## config.mk

```make
export PLATFORM = sky130hd
export DESIGN_NAME = rmul_top
export DESIGN_NICKNAME = d
export VERILOG_FILES = /design/src/rtl/rmul_pkg.sv /design/src/rtl/rmul_top.sv
export SDC_FILE = /design/constraint.sdc
export NUM_CORES = 1
export LEC_CHECK = 0
export BUFFER_PORTS_ARGS = -buffer_cell sky130_fd_sc_hd__buf_4
export CORE_ASPECT_RATIO = 2
export CORE_UTILIZATION = 35
export DETAILED_ROUTE_END_ITERATION = 10
export MAX_ROUTING_LAYER = met4
export SLEW_MARGIN = 20
export SYNTH_ARGS = -nofsm -noshare
export SYNTH_HDL_FRONTEND = slang
export SYNTH_SLANG_ARGS = --single-unit
export TNS_END_PERCENT = 20
```

## constraint.sdc

```tcl
create_clock -name clock_i -period 7.1 [get_ports clock_i]
set_clock_uncertainty 0.05 [all_clocks]
set_input_delay 0 -clock clock_i [delete_from_list [all_inputs] [get_ports clock_i]]
set_output_delay 0 -clock clock_i [all_outputs]
set_load 0.005 [all_outputs]
```

## src/rtl/rmul_pkg.sv

```systemverilog
`default_nettype none
// ==========================================================
// Shared constants and carriers of the registered multiplier
package rmul_pkg;
    localparam int          OP_W        = 16;
    localparam int          AXI_AW      = 4;
    // Register byte offsets
    localparam logic [3:0]  CTRL_OFF    = 4'h0;
    localparam logic [3:0]  PROD_OFF    = 4'h4;
    // Control field: 1 selects separate load clocks, 0 single clock with enables
    localparam int          CTRL_SEP_B  = 0;
    localparam logic        CTRL_RST    = 1'b0;
    // Round weights below the upper half, plain and shifted formats
    localparam logic [31:0] ROUND_FULL  = 32'h0000_8000;
    localparam logic [31:0] ROUND_SHIFT = 32'h0000_4000;
    localparam logic [15:0] HALF_RST    = 16'h0000;
    localparam logic [1:0]  RESP_OKAY   = 2'h0;
    localparam logic [1:0]  RESP_SLVERR = 2'h2;
    // Operand register: mode bit and 16 data bits
    typedef struct packed {
        logic              mode;
        logic [OP_W-1:0]   val;
    } rmul_operand_t;
    // Both product halves
    typedef struct packed {
        logic [OP_W-1:0]   upper;
        logic [OP_W-1:0]   lower;
    } rmul_product_t;
endpackage
`default_nettype wire

```

## src/rtl/rmul_top.sv

```systemverilog
// Added by the designer: the address map and the AXI4-Lite interface to the registers.
`default_nettype none
// How it works
// - The two registered 16-bit operands are multiplied into a full 32-bit product.
// - Each operand register is 17 bits: 16 data bits plus that operand's mode bit.
// - Each operand is signed or unsigned by its own registered mode bit.
// - A mixed signed and unsigned pair gives a two's complement product.
// - Format adjust picks the full product or the one-bit left-shifted 31-bit form.
// - Two 16-bit registers hold upper and lower product halves split per format adjust.
// - Feedthrough high makes both product registers transparent.
// - Round request rounds the upper half and is registered with either operand load.
// - A multiplexer puts either product half on the 16-bit three-state product port.
// - The lower half can drive the Y bus through its own three-state buffer.
// - In the separate clock mode X, Y, upper and lower registers load on their own clocks.
// - In the single clock mode three enables gate X, Y and both product registers.
// - All registers capture on the rising edge in both modes.
module rmul_top (
    input  wire logic                       clock_i,
    input  wire logic                       reset_i,
    // Operands and controls
    input  wire logic [15:0]                x_data_i,
    input  wire logic                       x_mode_i,
    input  wire logic [15:0]                y_bus_i,
    input  wire logic                       y_mode_i,
    input  wire logic                       format_adjust_i,
    input  wire logic                       round_request_i,
    input  wire logic                       output_feedthrough_i,
    input  wire logic                       product_half_select_i,
    input  wire logic                       product_drive_i,
    input  wire logic                       y_bus_drive_i,
    // Separate load clocks and single clock enables
    input  wire logic                       x_register_clock_i,
    input  wire logic                       y_register_clock_i,
    input  wire logic                       upper_half_clock_i,
    input  wire logic                       lower_half_clock_i,
    input  wire logic                       x_register_enable_i,
    input  wire logic                       y_register_enable_i,
    input  wire logic                       product_register_enable_i,
    // Product port and Y bus driver
    output logic [15:0]                     product_o,
    output logic                            product_oe_o,
    output logic [15:0]                     y_bus_o,
    output logic                            y_bus_oe_o,
    // AXI4-Lite slave
    input  wire logic [rmul_pkg::AXI_AW-1:0] s_axi_awaddr,
    input  wire logic                       s_axi_awvalid,
    output logic                            s_axi_awready,
    input  wire logic [31:0]                s_axi_wdata,
    input  wire logic [3:0]                 s_axi_wstrb,
    input  wire logic                       s_axi_wvalid,
    output logic                            s_axi_wready,
    output logic [1:0]                      s_axi_bresp,
    output logic                            s_axi_bvalid,
    input  wire logic                       s_axi_bready,
    input  wire logic [rmul_pkg::AXI_AW-1:0] s_axi_araddr,
    input  wire logic                       s_axi_arvalid,
    output logic                            s_axi_arready,
    output logic [31:0]                     s_axi_rdata,
    output logic [1:0]                      s_axi_rresp,
    output logic                            s_axi_rvalid,
    input  wire logic                       s_axi_rready
);
    // ==========================================================
    // Load clock synchronisers
    logic [3:0]              sync1_q;
    logic [3:0]              sync2_q;
    logic [3:0]              sync3_q;
    logic [3:0]              edge_w;

    // Three stages; the edge detector reads only the last two
    always_ff @(posedge clock_i or posedge reset_i)
    begin
        if (reset_i)
        begin
            sync1_q <= 4'h0;
            sync2_q <= 4'h0;
            sync3_q <= 4'h0;
        end
        else
        begin
            sync1_q <= {lower_half_clock_i, upper_half_clock_i,
                        y_register_clock_i, x_register_clock_i};
            sync2_q <= sync1_q;
            sync3_q <= sync2_q;
        end
    end

    assign edge_w = sync2_q & ~sync3_q;

    // ==========================================================
    // Load decode
    logic sep_mode_q;
    logic load_x;
    logic load_y;
    logic load_u;
    logic load_l;

    // Rising edges of separate clocks, or enables on the one clock
    always_comb
    begin
        if (sep_mode_q)
        begin
            load_x = edge_w[0];
            load_y = edge_w[1];
            load_u = edge_w[2];
            load_l = edge_w[3];
        end
        else
        begin
            load_x = x_register_enable_i;
            load_y = y_register_enable_i;
            load_u = product_register_enable_i;
            load_l = product_register_enable_i;
        end
    end

    // ==========================================================
    // Multiplier array
    rmul_pkg::rmul_operand_t x_q;
    rmul_pkg::rmul_operand_t x_d;
    rmul_pkg::rmul_operand_t y_q;
    rmul_pkg::rmul_operand_t y_d;
    rmul_pkg::rmul_product_t prod_q;
    rmul_pkg::rmul_product_t prod_d;
    rmul_pkg::rmul_product_t array_w;
    logic                    round_q;
    logic                    round_d;
    logic signed [16:0]      x_ext;
    logic signed [16:0]      y_ext;
    logic signed [33:0]      full_w;
    logic [31:0]             raw_w;
    logic [31:0]             rounded_w;

    // Sign or zero extension per operand mode
    assign x_ext  = {x_q.mode & x_q.val[15], x_q.val};
    assign y_ext  = {y_q.mode & y_q.val[15], y_q.val};
    assign full_w = x_ext * y_ext;
    assign raw_w  = format_adjust_i ? {full_w[30:0], 1'b0} : full_w[31:0];
    assign rounded_w = raw_w + (round_q ? (format_adjust_i ? rmul_pkg::ROUND_SHIFT << 1
                                                          : rmul_pkg::ROUND_FULL)
                                        : 32'h0000_0000);

    // Upper half rounded, lower half straight from the array
    always_comb
    begin
        array_w.upper = rounded_w[31:16];
        array_w.lower = raw_w[15:0];
    end

    // Next operand, round and product register values
    always_comb
    begin
        x_d     = load_x ? {x_mode_i, x_data_i} : x_q;
        y_d     = load_y ? {y_mode_i, y_bus_i} : y_q;
        round_d = (load_x | load_y) ? round_request_i : round_q;
        prod_d.upper = load_u ? array_w.upper : prod_q.upper;
        prod_d.lower = load_l ? array_w.lower : prod_q.lower;
    end

    // Datapath registers, rising edge
    always_ff @(posedge clock_i or posedge reset_i)
    begin
        if (reset_i)
        begin
            x_q     <= '0;
            y_q     <= '0;
            round_q <= 1'b0;
            prod_q  <= {rmul_pkg::HALF_RST, rmul_pkg::HALF_RST};
        end
        else
        begin
            x_q     <= x_d;
            y_q     <= y_d;
            round_q <= round_d;
            prod_q  <= prod_d;
        end
    end

    // ==========================================================
    // Output multiplexer and three-state drivers
    rmul_pkg::rmul_product_t out_w;

    // Transparent registers while feedthrough is high
    assign out_w        = output_feedthrough_i ? array_w : prod_q;
    assign product_o    = product_half_select_i ? out_w.lower : out_w.upper;
    assign product_oe_o = product_drive_i;
    assign y_bus_o      = out_w.lower;
    assign y_bus_oe_o   = y_bus_drive_i;

    // ==========================================================
    // AXI4-Lite slave
    logic                     aw_full_q;
    logic                     aw_full_d;
    logic                     w_full_q;
    logic                     w_full_d;
    logic [rmul_pkg::AXI_AW-1:0] awaddr_q;
    logic [rmul_pkg::AXI_AW-1:0] awaddr_d;
    logic [31:0]              wdata_q;
    logic [31:0]              wdata_d;
    logic                     wstrb0_q;
    logic                     wstrb0_d;
    logic                     bvalid_d;
    logic [1:0]               bresp_d;
    logic                     rvalid_d;
    logic [1:0]               rresp_d;
    logic [31:0]              rdata_d;
    logic                     sep_mode_d;

    assign s_axi_awready = ~aw_full_q & ~s_axi_bvalid;
    assign s_axi_wready  = ~w_full_q & ~s_axi_bvalid;
    assign s_axi_arready = ~s_axi_rvalid;

    // Write capture in either order, response once both held
    always_comb
    begin
        aw_full_d  = aw_full_q | (s_axi_awvalid & s_axi_awready);
        w_full_d   = w_full_q | (s_axi_wvalid & s_axi_wready);
        awaddr_d   = (s_axi_awvalid & s_axi_awready) ? s_axi_awaddr : awaddr_q;
        wdata_d    = (s_axi_wvalid & s_axi_wready) ? s_axi_wdata : wdata_q;
        wstrb0_d   = (s_axi_wvalid & s_axi_wready) ? s_axi_wstrb[0] : wstrb0_q;
        bvalid_d   = s_axi_bvalid & ~s_axi_bready;
        bresp_d    = s_axi_bresp;
        sep_mode_d = sep_mode_q;
        if (aw_full_q & w_full_q)
        begin
            aw_full_d = 1'b0;
            w_full_d  = 1'b0;
            bvalid_d  = 1'b1;
            bresp_d   = rmul_pkg::RESP_OKAY;
            if (awaddr_q == rmul_pkg::CTRL_OFF)
            begin
                if (wstrb0_q)
                    sep_mode_d = wdata_q[rmul_pkg::CTRL_SEP_B];
            end
            else if (awaddr_q != rmul_pkg::PROD_OFF)
                bresp_d = rmul_pkg::RESP_SLVERR;
        end
        // Read answer one cycle after the address is taken
        rvalid_d = s_axi_rvalid & ~s_axi_rready;
        rdata_d  = s_axi_rdata;
        rresp_d  = s_axi_rresp;
        if (s_axi_arvalid & s_axi_arready)
        begin
            rvalid_d = 1'b1;
            rresp_d  = rmul_pkg::RESP_OKAY;
            rdata_d  = 32'h0000_0000;
            case (s_axi_araddr)
                rmul_pkg::CTRL_OFF: rdata_d[rmul_pkg::CTRL_SEP_B] = sep_mode_q;
                rmul_pkg::PROD_OFF: rdata_d = prod_q;
                default:            rresp_d = rmul_pkg::RESP_SLVERR;
            endcase
        end
    end

    // Bus state registers
    always_ff @(posedge clock_i or posedge reset_i)
    begin
        if (reset_i)
        begin
            aw_full_q    <= 1'b0;
            w_full_q     <= 1'b0;
            awaddr_q     <= '0;
            wdata_q      <= 32'h0000_0000;
            wstrb0_q     <= 1'b0;
            s_axi_bvalid <= 1'b0;
            s_axi_bresp  <= rmul_pkg::RESP_OKAY;
            s_axi_rvalid <= 1'b0;
            s_axi_rresp  <= rmul_pkg::RESP_OKAY;
            s_axi_rdata  <= 32'h0000_0000;
            sep_mode_q   <= rmul_pkg::CTRL_RST;
        end
        else
        begin
            aw_full_q    <= aw_full_d;
            w_full_q     <= w_full_d;
            awaddr_q     <= awaddr_d;
            wdata_q      <= wdata_d;
            wstrb0_q     <= wstrb0_d;
            s_axi_bvalid <= bvalid_d;
            s_axi_bresp  <= bresp_d;
            s_axi_rvalid <= rvalid_d;
            s_axi_rresp  <= rresp_d;
            s_axi_rdata  <= rdata_d;
            sep_mode_q   <= sep_mode_d;
        end
    end
endmodule // rmul_top
`default_nettype wire

```

### After elaboration in Yosys (flattened, before gate mapping)

Cells that the tools add are included.
W data, S select, Z words.

| storage, ports and cells | value |
|---|---|
| flip-flop bits (word level) | 126 |
| input bits | 98 |
| logic and storage cells | 67 |

| operators by class | value |
|---|---|
| $add $sub $neg | 1 |
| $mul | 1 |
| eq/ne operators | 2 |
| muxes and demuxes | 17 |
| bitwise operators | 21 |
| reductions and logical operators | 4 |

Operator list:

| operator | number |
|---|---|
| $mux W32 | 2 |
| $add A32 B16 Y32 | 1 |
| $mul A17 B17 Y32 | 1 |
| $mux W16 | 2 |
| $mux W31 | 1 |
| $and A1 B1 Y1 | 10 |
| $logic_not A4 Y1 | 2 |
| $mux W1 | 8 |
| $mux W2 | 3 |
| $not A1 Y1 | 6 |
| $and A4 B4 Y4 | 1 |
| $eq A4 B3 Y1 const B | 1 |
| $ne A4 B3 Y1 const B | 1 |
| $not A4 Y4 | 1 |
| $or A1 B1 Y1 | 3 |
| $reduce_and A3 Y1 | 1 |
| $pmux W1 S2 | 1 |
| $reduce_or A2 Y1 | 1 |

### Longest topological paths before layout

| logic depth | value |
|---|---|
| depth after elaboration | 6 |
| gate-level depth with buffers | 29 |
| gate-level depth less buffers | 27 |

### Least setup slack after synthesis

No wires, ideal clock.

| timing path | value |
|---|---|
| path type | register -> output |
| start point | register x_q[16] in the netlist's numbering |
| end point | output port product_o[13] |
| arrival time | 7.021 ns |
| slack | 0.029 ns |
| cell stages (with the launch flop) | 25 |
| path buffers | 2 |
| cell sequence | dfrtp_1 and2_1 clkbuf_1 nand2_1 inv_1 fa_1 inv_1 fa_1 inv_1 fa_1 fa_1 fa_1 fa_1 ha_1 clkbuf_1 and3_1 a221o_1 a21oi_1 inv_1 o21a_1 nor4_1 nand2_1 a211oi_2 xor2_1 mux4_2 |

| between the ends | value |
|---|---|
| word-level cells in the longest chain between the ends | 6 |

Ends and longest elaborated chain:

| what | line | source |
|---|---|---|
| start, declared | rmul_top.sv:119 | `rmul_pkg::rmul_operand_t x_q;` |
| start signal, assigned | rmul_top.sv:165 | `x_q <= '0;` |
| start signal, assigned | rmul_top.sv:172 | `x_q <= x_d;` |
| $and A1 B1 Y1 | rmul_top.sv:135 | `assign x_ext = {x_q.mode & x_q.val[15], x_q.val};` |
| $mul A17 B17 Y32 | rmul_top.sv:137 | `assign full_w = x_ext * y_ext;` |
| $mux W32 | rmul_top.sv:138 | `assign raw_w = format_adjust_i ? {full_w[30:0], 1'b0} : full_w[31:0];` |
| $add A32 B16 Y32 | rmul_top.sv:139 | `assign rounded_w = raw_w + (round_q ? (format_adjust_i ? rmul_pkg::ROUND_SHIFT << 1` |
| $mux W32 | rmul_top.sv:184 | `assign out_w = output_feedthrough_i ? array_w : prod_q;` |
| $mux W16 | rmul_top.sv:185 | `assign product_o = product_half_select_i ? out_w.lower : out_w.upper;` |
| end, declared | rmul_top.sv:40 | `output logic [15:0] product_o,` |

No other way between the ends.

### Worst setup path after layout

| timing path | value |
|---|---|
| start point | register y_q, in the netlist y_ext[5] |
| end point | output port product_o[14] |

| between the ends | value |
|---|---|
| word-level cells in the longest chain between the ends | 5 |

Ends and longest elaborated chain:

| what | line | source |
|---|---|---|
| start, declared | rmul_top.sv:121 | `rmul_pkg::rmul_operand_t y_q;` |
| start signal, assigned | rmul_top.sv:173 | `y_q <= y_d;` |
| $mul A17 B17 Y32 (*) | rmul_top.sv:137 |  |
| $mux W32 (*) | rmul_top.sv:138 |  |
| $add A32 B16 Y32 | rmul_top.sv:139 |  |
| $mux W32 (*) | rmul_top.sv:184 |  |
| $mux W16 (*) | rmul_top.sv:185 |  |

Mark *: on every way between the ends. The rest lies on a longest branch, timed or not.

==> impl_metrics.json <==
{
  "status": "complete, but fails checks",
  "failed_checks": "setup timing",
  "finalCritPeriodShare": 1.046,
  "num_io_pins": 173,
  "placed_cells": 2673,
  "wl_per_cell_um": 18.63,
  "ys_seq_elements": 124,
  "crit_top_cell": "fa_1",
  "placed_area_um2": 20000,
  "ys_types": 95,
  "max_cap_violations": 0,
  "ant_nets": 0,
  "port-buffer-count": 132,
  "worst-path-max-fanout": 6,
  "rsz0062_at_grt": "true",
  "row_count": 114,
  "drt-total-wl_um": 52500,
  "die_area_um2": 49720,
  "core-area_um2": 48210,
  "worst_ep_arrival_time_ns": 7.37,
  "syn_avg_cell_area_um2": 9.447,
  "grt_max_degree": 66,
  "antenna_found_initial": 1,
  "fin_cells": 2818,
  "r2r_start": "y_ext[5]$_DFFE_PP0P_",
  "crit_start": "y_ext[5]$_DFFE_PP0P_",
  "clock_latency_ns": 0.50,
  "synth_seq_area_share": 0.1818,
  "synth_edf_count": 0,
  "grt_pass1_wl_um": 82470,
  "initial_utilization": 0.3541,
  "vias": 14112,
  "synthAdderAreaFrac": 0.3922,
  "synth_compound_area_frac": 0.1059,
  "path_class": "flip-flop to output pin",
  "fin_util": 0.4747,
  "die_w_um": 158.2,
  "cts-buffers-inserted": 25,
  "fin_hold_ws_ns": 0.06508,
  "critPathLaunchType": "flip-flop",
  "final_hold_viol_count": 0,
  "hold_class": "primary input to flip-flop",
  "clkTransAtPathRegs_ns": 0.06,
  "setup_ws_ns": -0.3246,
  "finalMaxSlewViolations": 0,
  "syn_area_um2": 17070,
  "hp-start": "product_register_enable_i",
  "crit_family": "adder cells",
  "synth_mux_area_frac": 0.04830,
  "grt_usage": 0.2274,
  "cp_num_buf_inv": 8,
  "cts.path.max_buffers": 3,
  "yosys_warnings": 0,
  "drt-met1-wl_um": 16070,
  "end_kind": "output pin",
  "worst_pin_slew_ns": 0.8496,
  "cp.required_ns": 7.05,
  "nets": 2636,
  "setup_viol": 11,
  "max_freq_ghz": 0.1347,
  "grt.overflow.total": 0,
  "cts_root_buf": "clkbuf_16",
  "synth_top_family_by_area": "adder cells",
  "async_reset_ff_frac": 1.000,
  "wl_met2_um": 29810,
  "synth_top_flop_cell": "dfrtp_1",
  "crit_slowest_cell": "fa_1",
  "grt_pass1_vias": 15896,
  "die-height_um": 314.3,
  "synth_cells": 1807,
  "first_pass_iters": 5,
  "synth_xor_area_frac": 0.02250,
  "drive_gt1_frac": 0.3017,
  "period_needed_ns": 7.425,
  "drt-vias-per-instance": 5.008,
  "numClockSinks": 124,
  "h-tree-depth": 4,
  "place_hpwl_um": 42980,
  "highest_layer": "met4",
  "route.met3.wl_um": 1625,
  "area_growth_pct": 34.07,
  "critPathMaxStageDelay_ns": 0.54,
  "maxSlewHeadroom": 0.4174,
  "drt_iter0_drc": 511,
  "synth-simple-area-share": 0.1548,
  "finalInstanceArea_um2": 22890,
  "gp_congestion": 0.9463,
  "cts_tree": "done",
  "drcViolationCount": 0,
  "fillCellCount": 4465
}
## metrics by stage
step	setup TNS [ns]	setup slack [ns]
2_1_floorplan	0	0.02898
3_3_place_gp	-0.4801	-0.1269
3_5_place_dp	-1.612	-0.2172
4_1_cts	-2.268	-0.3055
5_1_grt	-5.529	-0.5505
6_report	-2.513	-0.3246
## path summary, 6_finish.rpt
| kind | end | slack (ns) | cells past startpoint |
|---|---|---|---|
| min in group asynchronous | sync2_q[0]$_DFF_PP0_ | 0.09 | 3 |
| setup reg to reg | prod_q[22]$_DFFE_PP0P_ | 0.22 | 25 |
| max in group asynchronous | s_axi_rdata[9]$_DFFE_PP0P_ | 5.60 | 4 |
| hold / removal | prod_q[24]$_DFFE_PP0P_ | 0.07 | 5 |
| hold reg to reg | sync2_q[0]$_DFF_PP0_ | 0.30 | 0 |
| setup / recovery | product_o[14] | -0.32 | 26 |
## timing repair
item | 4_1_cts | 5_1_grt
resized for setup | 132 | 107
pin swaps | 51 | 61
hold endpoints to repair | 112 | 0
cloned | 0 | 0
buffers inserted | 35 | 15
hold buffers | 61 | 0
setup endpoints to repair | 19 | 18
## tightest hold or removal path, stage by stage
cell     delay, ns
buf_4         0.08
nand2_1       0.08
o21ai_1       0.09
buf_4         0.23
a21oi_1       0.09
## cell type report
type | count | area [µm²] | share of cell area
inverters | 332 | 1251 | 0.05467
clock inverters | 3 | 42.54 | 0.001859
repair buffers | 427 | 3638 | 0.1590
clock buffers | 29 | 660.6 | 0.02886
diodes | 2 | 5.005 | 0.0002187
well taps | 638 | 798.3 | 0.03488
flip-flops and latches | 124 | 3129 | 0.1367
multi-input cells | 1263 | 13360 | 0.5838
## placed cells by master (no fill, tap or decap), types with 10 or more instances in the layout
cell type        n
a21oi_1         56
a22o_1          31
and2_1         120
and3_1          16
buf_12          14
buf_4          325
buf_6           26
clkbuf_16       25
dfrtp_1        103
dfrtp_2         21
dlygate4sd3_1   61
fa_1           276
ha_1            65
ha_4            15
inv_1          322
mux2_2          49
mux2i_1         15
nand2_1        203
nor2_1          75
nor3_1          16
o21ai_0         32
xnor2_1         24
xor2_1          10
## flip-flops by register name, summed over array words and instances (netlist names), 4 cells and up
register and count:
awaddr_q 4, prod_q 32, s_axi_rdata 32, sync1_q 4, sync2_q 4, sync3_q 4, x_ext 16, y_ext 16
## Yosys cell counts, drive strengths merged (9+ instances only)
cell	number	area (µm²)
inv	332	1246
fa	282	5645
nand2	216	810.8
and2	130	817.0
dfrtp	124	3103
ha	83	1039
nor2	81	309.0
a21oi	71	377.9
clkbuf	71	266.5
mux2	51	574.3
o21ai	46	245.2
a22o	31	271.5
xnor2	30	262.8
nor3	27	151.4
and3	18	113.9
buf	18	97.60
mux2i	16	160.2
a211oi	14	130.1
xor2	13	121.4
a21o	11	85.08
or2	9	58.81
## metal layers
metal,vias up,global-route usage
li1,6416,-
met1,7125,0.1873
met2,367,0.4308
met3,204,0.02657
met4,0,0.1984
met5,-,-
## cell families after synthesis
logic type,after synthesis
buffers and inverters,421
xor gates and xnor gates,43
other,1
adders and majority gates,366
DFF,124
muxes,71
AOI/OAI and AO/OA,248
and+or+nand+nor,533
Power is left out: the tool's default activity adds up to more than one toggle a clock period on the data nets, which glitch-free logic cannot reach.
